===== src/hw/qups_pkg.sv =====
package qups_pkg;

  // ==========================================================
  // Geometry
  localparam int NUM_CH = 4;

  // ==========================================================
  // Modem control bit positions
  localparam int MCR_RTS_BIT  = 1;
  localparam int MCR_INTE_BIT = 3;
  localparam int MCR_IR_BIT   = 6;
  localparam int MCR_DTR_BIT  = 0;

  // ==========================================================
  // Feature and interrupt enable bit positions
  localparam int EFR_ARTS_BIT = 6;
  localparam int EFR_ACTS_BIT = 7;
  localparam int IER_RTS_BIT  = 6;
  localparam int IER_CTS_BIT  = 7;

  // ==========================================================
  // Status word layout
  localparam int FSW_TX_LSB = 0;
  localparam int FSW_RX_LSB = 4;

  // ==========================================================
  // Reset values
  localparam logic [7:0] MCR_RESET = 8'h00;
  localparam logic [7:0] EFR_RESET = 8'h00;
  localparam logic [7:0] IER_RESET = 8'h00;

  // ==========================================================
  // Per-channel control bundle from the UART core registers
  typedef struct packed {
    logic [7:0] modem_control_reg;
    logic [7:0] enhanced_feature_reg;
    logic [7:0] interrupt_enable_reg;
  } qups_ctrl_t;

  // Per-channel serial engine outputs
  typedef struct packed {
    logic tx_serial;
    logic tx_ir;
    logic rts_level;
    logic irq;
  } qups_core_t;

  // Buffered status word
  typedef struct packed {
    logic [7:0] word;
  } qups_stat_t;

  typedef enum logic [1:0] {
    QUPS_EMPTY = 2'b01,
    QUPS_FULL  = 2'b10
  } qups_buf_state_t;

endpackage


===== src/hw/qups_pin_status.sv =====
// Functional notes
// RULE1: Select high in mode 16 forces interrupts driven
// RULE2: Otherwise interrupt outputs enabled by control bit 3
// RULE3: Host keeps select low in mode 68
// RULE4: Per-channel transmit ready reflects transmit FIFO
// RULE5: Per-channel receive ready reflects receive FIFO
// RULE6: Combined transmit ready ANDs four channels
// RULE7: Combined receive ready ANDs four channels
// RULE8: Status select low puts status on bus
// RULE9: Low nibble inverted tx, high nibble rx
// RULE10: Status read ignores address lines
// RULE11: Bit 6 clear: standard, transmit idles high
// RULE12: Bit 6 set: infrared, transmit idles low
// RULE13: Dedicated infrared output always infrared, idles low
// RULE14: Receive input idles high in standard mode
// RULE15: Software asserts RTS before auto RTS
// RULE16: Auto CTS uses clear-to-send when enabled
// RULE17: DTR and RTS serve as general outputs
// RULE18: Bus mode select high means mode 16
// RULE19: Control bit 3 resets to zero
`timescale 1ns/100ps
`default_nettype none

module qups_pin_status
  import qups_pkg::*;
(
  // Clock and reset
  input  wire logic                          mclk_in,
  input  wire logic                          rst_in,
  // Mode straps
  input  wire logic                          bus_mode_select_in,
  input  wire logic                          interrupt_select_input_in,
  // Register contents per channel
  input  wire qups_pkg::qups_ctrl_t          ctrl_in [qups_pkg::NUM_CH],
  input  wire qups_pkg::qups_core_t          core_in [qups_pkg::NUM_CH],
  // FIFO levels per channel, active low readiness
  input  wire logic [qups_pkg::NUM_CH-1:0]   tx_ready_core_n_in,
  input  wire logic [qups_pkg::NUM_CH-1:0]   rx_ready_core_n_in,
  // Serial side inputs
  input  wire logic [qups_pkg::NUM_CH-1:0]   rx_pin_in,
  input  wire logic [qups_pkg::NUM_CH-1:0]   cts_n_in,
  // Host status read port
  input  wire logic                          fifo_status_select_n_in,
  input  wire logic                          status_ready_in,
  output logic                               status_valid_out,
  output logic [7:0]                         data_bus_out,
  output logic                               data_bus_oe_out,
  // Interrupt pins
  output logic [qups_pkg::NUM_CH-1:0]        int_out,
  output logic [qups_pkg::NUM_CH-1:0]        int_oe_out,
  // Ready pins
  output logic [qups_pkg::NUM_CH-1:0]        tx_ready_n_out,
  output logic [qups_pkg::NUM_CH-1:0]        rx_ready_n_out,
  output logic                               tx_ready_all_n_out,
  output logic                               rx_ready_all_n_out,
  // Serial pins
  output logic [qups_pkg::NUM_CH-1:0]        tx_out,
  output logic [qups_pkg::NUM_CH-1:0]        infrared_tx_out,
  output logic [qups_pkg::NUM_CH-1:0]        rts_n_out,
  output logic [qups_pkg::NUM_CH-1:0]        dtr_n_out,
  // Decoded serial side towards the core
  output logic [qups_pkg::NUM_CH-1:0]        rx_serial_out,
  output logic [qups_pkg::NUM_CH-1:0]        rx_ir_out,
  output logic [qups_pkg::NUM_CH-1:0]        cts_halt_out,
  output logic [qups_pkg::NUM_CH-1:0]        cts_irq_en_out,
  output logic [qups_pkg::NUM_CH-1:0]        rts_auto_en_out
);
  import qups_pkg::*;

  // ==========================================================
  // Mode
  logic mode16;
  assign mode16 = bus_mode_select_in; // RULE18

  // ==========================================================
  // Per-channel pin logic
  logic [7:0] next_status;

  genvar ch;
  generate
    for (ch = 0; ch < NUM_CH; ch++) begin : g_ch
      logic ir_mode;
      logic int_en;
      assign ir_mode = ctrl_in[ch].modem_control_reg[MCR_IR_BIT];
      // Mode 68 leaves B-D unused at zero; A stays open-drain style
      assign int_en  = interrupt_select_input_in // RULE1
                     | ctrl_in[ch].modem_control_reg[MCR_INTE_BIT]; // RULE2

      always_ff @(posedge mclk_in or posedge rst_in) begin
        if (rst_in) begin
          int_out[ch]    <= 1'b0;
          int_oe_out[ch] <= 1'b0; // RULE19
        end else if (mode16) begin
          int_out[ch]    <= core_in[ch].irq;
          int_oe_out[ch] <= int_en; // RULE1 RULE2
        end else if (ch == 0) begin
          // Active-low open-drain device interrupt, drive low only
          int_out[ch]    <= 1'b0;
          int_oe_out[ch] <= core_in[ch].irq;
        end else begin
          int_out[ch]    <= 1'b0;
          int_oe_out[ch] <= 1'b1;
        end
      end

      always_ff @(posedge mclk_in or posedge rst_in) begin
        if (rst_in) begin
          tx_ready_n_out[ch]  <= 1'b1;
          rx_ready_n_out[ch]  <= 1'b1;
          tx_out[ch]          <= 1'b1; // RULE11
          infrared_tx_out[ch] <= 1'b0; // RULE13
          rts_n_out[ch]       <= 1'b1;
          dtr_n_out[ch]       <= 1'b1;
        end else begin
          tx_ready_n_out[ch]  <= tx_ready_core_n_in[ch]; // RULE4
          rx_ready_n_out[ch]  <= rx_ready_core_n_in[ch]; // RULE5
          tx_out[ch]          <= ir_mode ? core_in[ch].tx_ir // RULE12
                                         : core_in[ch].tx_serial; // RULE11
          infrared_tx_out[ch] <= core_in[ch].tx_ir; // RULE13
          rts_n_out[ch]       <= ~core_in[ch].rts_level; // RULE17
          dtr_n_out[ch]       <= // RULE17
            ~ctrl_in[ch].modem_control_reg[MCR_DTR_BIT];
        end
      end

      // Receive path split by mode; standard input assumed idle high
      assign rx_serial_out[ch] = ir_mode ? 1'b1 : rx_pin_in[ch]; // RULE14
      assign rx_ir_out[ch]     = ir_mode ? rx_pin_in[ch] : 1'b0; // RULE12

      assign cts_halt_out[ch]   = // RULE16
        ctrl_in[ch].enhanced_feature_reg[EFR_ACTS_BIT] & cts_n_in[ch];
      assign cts_irq_en_out[ch] = // RULE16
        ctrl_in[ch].interrupt_enable_reg[IER_CTS_BIT];
      // Software must already hold RTS asserted when enabling this
      assign rts_auto_en_out[ch] = // RULE15
        ctrl_in[ch].enhanced_feature_reg[EFR_ARTS_BIT]
        & ctrl_in[ch].interrupt_enable_reg[IER_RTS_BIT];

      assign next_status[FSW_TX_LSB+ch] = ~tx_ready_n_out[ch]; // RULE9
      assign next_status[FSW_RX_LSB+ch] = rx_ready_n_out[ch]; // RULE9
    end
  endgenerate

  assign tx_ready_all_n_out = &tx_ready_n_out; // RULE6
  assign rx_ready_all_n_out = &rx_ready_n_out; // RULE7

  // ==========================================================
  // Two-entry status buffer
  // Stops sampling once both entries fill while the reader stalls; the
  // older snapshot is presented and the newer one waits behind it.
  qups_stat_t buf_q [2];
  logic [1:0] count;
  logic       rd_ptr;
  logic       wr_ptr;
  logic       push;
  logic       pop;
  logic       buf_ready;

  assign buf_ready        = (count != 2'd2);
  assign push             = buf_ready; // Snapshot every free cycle
  assign status_valid_out = (count != 2'd0);
  assign pop              = status_valid_out & status_ready_in;

  always_ff @(posedge mclk_in or posedge rst_in) begin
    if (rst_in) begin
      buf_q[0] <= '0;
      buf_q[1] <= '0;
      wr_ptr   <= 1'b0;
    end else if (push) begin
      buf_q[wr_ptr].word <= next_status;
      wr_ptr             <= ~wr_ptr;
    end
  end

  always_ff @(posedge mclk_in or posedge rst_in) begin
    if (rst_in) begin
      rd_ptr <= 1'b0;
      count  <= 2'd0;
    end else begin
      if (pop) begin
        rd_ptr <= ~rd_ptr;
      end
      count <= count + {1'b0, push} - {1'b0, pop};
    end
  end

  // ==========================================================
  // Data bus drive, no address decode needed
  always_ff @(posedge mclk_in or posedge rst_in) begin
    if (rst_in) begin
      data_bus_out    <= 8'h00;
      data_bus_oe_out <= 1'b0;
    end else begin
      data_bus_oe_out <= ~fifo_status_select_n_in; // RULE8 RULE10
      data_bus_out    <= buf_q[rd_ptr].word; // RULE8
    end
  end

endmodule // qups_pin_status

`default_nettype wire


===== config.mk =====
export PLATFORM = sky130hd
export DESIGN_NAME = qups_pin_status
export DESIGN_NICKNAME = d
export VERILOG_FILES = /design/src/hw/qups_pkg.sv /design/src/hw/qups_pin_status.sv
export SDC_FILE = /design/constraint.sdc
export NUM_CORES = 1
export LEC_CHECK = 0
export BUFFER_PORTS_ARGS = -buffer_cell sky130_fd_sc_hd__buf_4
export CORE_MARGIN = 4
export CORE_UTILIZATION = 30
export DETAILED_ROUTE_END_ITERATION = 16
export GPL_TIMING_DRIVEN = 0
export HOLD_SLACK_MARGIN = 0.02
export PLACE_DENSITY = 0.64
export REMOVE_ABC_BUFFERS = 1
export SLEW_MARGIN = 30
export SYNTH_ARGS = -nofsm -noshare
export SYNTH_HDL_FRONTEND = slang
export SYNTH_SLANG_ARGS = --single-unit

===== constraint.sdc =====
create_clock -name mclk_in -period 2 [get_ports mclk_in]
set_clock_uncertainty 0.2 [all_clocks]
set_input_delay 0.4 -clock mclk_in [delete_from_list [all_inputs] [get_ports mclk_in]]
set_output_delay 0.4 -clock mclk_in [all_outputs]
set_load 0.01 [all_outputs]

# Word level (Yosys, flattened, before mapping)
# Cells that the tools add are included.
[totals]
ff_bits = 61
[classes]
bitwise_logic = 30
eq_ne = 1
n_mux = 26
add_sub_neg = 2
reduce_logical = 4
magnitude_cmp = 3
[op_table]
columns = ["operator", "count"]
rows = [
  ["8-bit 2-to-1 mux", 4],
  ["1-bit 2-to-1 mux", 20],
  ["16-bit bitwise mux", 1],
  ["1-bit NOT", 15],
  ["1-bit AND", 9],
  ["8-bit demux with 1-bit select", 1],
  ["4-bit AND reduction", 2],
  ["2-bit greater-or-equal comparator (second input constant)", 2],
  ["1-bit NOT with 2-bit output", 2],
  ["1-bit bitwise OR", 4],
  ["2-bit by 1-bit adder with 2-bit output", 1],
  ["2-bit by 1-bit less-than comparator with 1-bit output (second input constant)", 1],
  ["2-bit inequality test (second input constant)", 1],
  ["2-bit nonzero test", 1],
  ["2-bit by 1-bit subtractor with 2-bit output", 1],
  ["1-bit logical AND", 1],
]

# Logic depth before layout (Yosys ltp)
[depth]
depth_word = 6
mapped_depth = 6
depth_no_buf = 5

# Least setup slack after synthesis
# No wires, ideal clock.
[synth_timing]
path_kind = "register to register"
from = "register count[0]"
to = "register buf_q[4] (netlist name)"
arrival_ps = 1202
slack_ps = 473
setup_ps = 125
t_required_ps = 1675
stages_incl_launch_ff = 6
n_path_buf = 2
cell_sequence = "dfrtp_1 > nand2b_4 > buf_6 > and2_4 > buf_6 > mux2_4"
[synth_via]
elab_chain_len = 1
[synth_lines]
columns = ["item", "line", "rtl"]
rows = [
  ["from (decl)", "qups_pin_status.sv:152", "logic [1:0] count;"],
  ["from (signal assigned)", "qups_pin_status.sv:183", "count <= count + {1'b0, push} - {1'b0, pop};"],
  ["2-bit inequality test", "qups_pin_status.sv:159", "assign buf_ready = (count != 2'd2);"],
  ["to (decl)", "qups_pin_status.sv:151", "qups_stat_t buf_q [2];"],
]
# Every way passes these cells.
# A chain may end at the register's enable or synchronous reset.

# Worst setup path after layout
[layout_timing]
from = "register count[1]"
to = "output status_valid_out"
[layout_via]
elab_chain_len = 1
[layout_lines]
columns = ["item", "line", "rtl"]
rows = [
  ["2-bit nonzero test", "qups_pin_status.sv:161", "assign status_valid_out = (count != 2'd0);"],
  ["to (decl)", "qups_pin_status.sv:45", "output logic status_valid_out,"],
]
# Every way passes these cells.

==> impl_metrics.yaml <==
final_layout:
  syn_to_final_growth_pct: 59.2
  finalInstanceArea_um2: 3640
  layout_common_cells: "121 x buf_4, 41 x dfrtp_1, 22 x dlygate4sd3_1"
  n_antenna_cell: 0
  finalCoreUtilization_pct: 49.6
  drive_above_1_share_pct: 59.4
  final_common_cell: "buf_4"
  fillers: 636
  layout.nets: 443
synthesis:
  yosysTopAreaCell: "dfrtp_1"
  ys_warn_count: 0
  synth_cell_types: 23
  synthTopCellsByArea: "dfrtp_1 45%, dfstp_2 23%, mux2_2 8.9%"
  yosys_register_bits: 61
  yosys.area.top_type_share_pct: 44.9
  synthFlopType: "dfrtp_1"
  synth-async-reset-ratio_pct: 100
  syn-cell-area_um2: 2280
  yosysSeqAreaShare_pct: 67.9
  synth-edff-count: 0
  postSynthCellCount: 165
  syn_area_per_cell_um2: 13.8
setup_path:
  rrSetupSlack_ns: 0.47
  path_max_fanout: 4
  cp.required_ns: 1.40
  crit_type: "flip-flop to primary output"
  reg2reg_depth: 3
  critPathCaptureType: "primary output"
  cp.arrival_ns: 1.23
  critPathLaunchType: "flip-flop"
  r2r_start: "count[1]$_DFF_PP0_"
  crit-reg2reg-capture: "buf_q[13]$_DFFE_PP0P_"
  startpoint: "count[1]$_DFF_PP0_"
job:
  drv_cap: 0
timing:
  rsz0062_at_grt: "no"
  period_share_pct: 91.7
  period_needed_ns: 1.83
  max_slew.worst_pin.slew_ns: 0.411
  final_max_slew_viol_count: 0
  setup_violations: 0
  finalHoldViolCount: 0
  fmax_mhz: 545
  holdWs_ns: 0.0691
  slew_headroom_pct: 72.6
  setup_ws_ns: 0.166
global_routing:
  grt_max_degree: 35
  grt_usage_pct: 12.2
  antenna_found_initial: 0
  grt_pass1_wl_um: 8280
  grt_overflow_total: 0
  grt_pass1_vias: 1798
clock_tree:
  cts-root-buf: "clkbuf_8"
  cts_tree: "done"
  clkSinkCount: 61
  clk-insertion-delay-late_ns: 0.33
  clk_path_buf_depth: 2
  clk_pin_slew_ns: 0.07
  post_cts_buffers: 0
  cts-buffers-inserted: 9
  htree_levels: 3
  cts.repair.resized: 0
detailed_routing:
  ant_nets: 0
  drc: 0
  vias_per_cell: 4.10
  dr.pass1.iters: 4
  wl_per_cell_um: 12.7
  routed-via-count: 1690
  routed_wl_um: 5250
  first_iter_violations: 12
pwr:
  p_clk_share_pct: 24.2
  power_density_nw_per_um2: 1060
  p_sw_share_pct: 28.8
  seqPwrFrac_pct: 46.6
  power_leakage_uw: 0.00175
  ir_drop_uv: 378
  p_sw_uw: 1110
  total_power_uw: 3860
  comb_power_share_pct: 29.3
  p_int_uw: 2750
placement:
  dpl.hpwl_um: 3910
  gp_congestion: 0.672
  place_area_um2: 3250
  pre_cts_ws_ns: 0.456
  port_buffers: 121
worst_hold_path:
  hold_depth: 2
  min-delay-start: "ctrl_in[19]"
  hold_class: "primary input to flip-flop"
  min_to: "int_oe_out[3]$_DFF_PP0_"
floorplanning:
  dieArea_um2: 9070
  coreArea_um2: 7330
  dieWidth_um: 95.2
  die_h_um: 95.2
  io_pins: 198
  row_count: 31
  start_util_pct: 31.1
outcome:
  status: "finished, final reports clean"
what timing repair did:
| item | 4_1_cts | 5_1_grt |
|---|---|---|
| endpoints found under the hold margin | 41 | 0 |
| endpoints found under the setup margin | 0 | 0 |
| hold buffers | 22 | 0 |
synth_stat cells, types with 4 or more instances:
library cell	n
mux2_2	18
o21ai_0	9
dfrtp_1	41
inv_1	12
dfstp_2	20
and2_1	16
nor2_1	5
or2_2	5
a21oi_1	10
buf_4	8
nand2b_1	4
layer usage:
metal	global-route usage (%)	wire [um]	vias up	share of wire, %
li1	-	-	805	-
met1	13.4	1870	798	36
met2	19.2	2700	76	51
met3	6.00	563	11	11
met4	6.49	109	0	2.1
met5	0	0	-	0
worst max-delay path by stage:
stage,slack [ns],to,depth (start not counted)
2_1_floorplan,-0.08,buf_q[0]$_DFFE_PP0P_,1
3_3_place_gp,-0.83,data_bus_out[1]$_DFF_PP0_,2
3_5_place_dp,0.46,buf_q[13]$_DFFE_PP0P_,3
4_1_cts,0.14,status_valid_out,2
5_1_grt,0.12,status_valid_out,2
6_report,0.17,status_valid_out,2
registers in the layout, indices dropped and copies added (netlist names):
name             flops
buf_q               16
data_bus_out         8
dtr_n_out            4
infrared_tx_out      4
int_oe_out           4
int_out              4
rts_n_out            4
rx_ready_n_out       4
tx_out               4
tx_ready_n_out       4
count                2
data_bus_oe_out      1
rd_ptr               1
wr_ptr               1
power groups by stage:
stage               logic, uW  registers [uW]  clock network, uW
global route             1260            1850               1030
global placement         1090            1810                  0
finish                   1130            1800                932
CTS                      1150            1800                974
floorplan                 620            1830                  0
detailed placement       1110            1820                  0
final cells by class:
class / count / area [um^2] / area share [%]
repair buffers: 144 / 1150 / 31.6
well taps: 99 / 124 / 3.41
flip-flops and latches: 61 / 1550 / 42.7
clock buffers: 11 / 141 / 3.89
inverters: 12 / 47.5 / 1.31
clock inverters: 5 / 27.5 / 0.757
multi-input cells: 80 / 596 / 16.4
cells by family (layout without fill, tap and decap cells):
kind of cell    after synthesis  after routing  share of synthesized area, %
xor+xnor                      2              2                         0.767
compound gates               19             19                          4.16
fa+ha+maj                     1              1                         0.548
flops                        61             61                          67.9
mux                          20             20                          10.2
buf+inv                      24            172                          5.97
simple gates                 38             38                          10.4
metrics by stage:
| stage | cells | setup TNS [ns] |
|---|---|---|
| finish | 412 | 0 |
| global route | 412 | 0 |
| CTS | 412 | 0 |
| detailed placement | 374 | 0 |
| global placement | 373 | -39.89 |
| floorplan | 153 | -3.28 |
critical path: stages, from the launching register on:
cell     delay, ns
dfrtp_1       0.43
or2_2         0.33
buf_4         0.15
Note: power is estimated with default switching activity, not from simulation.
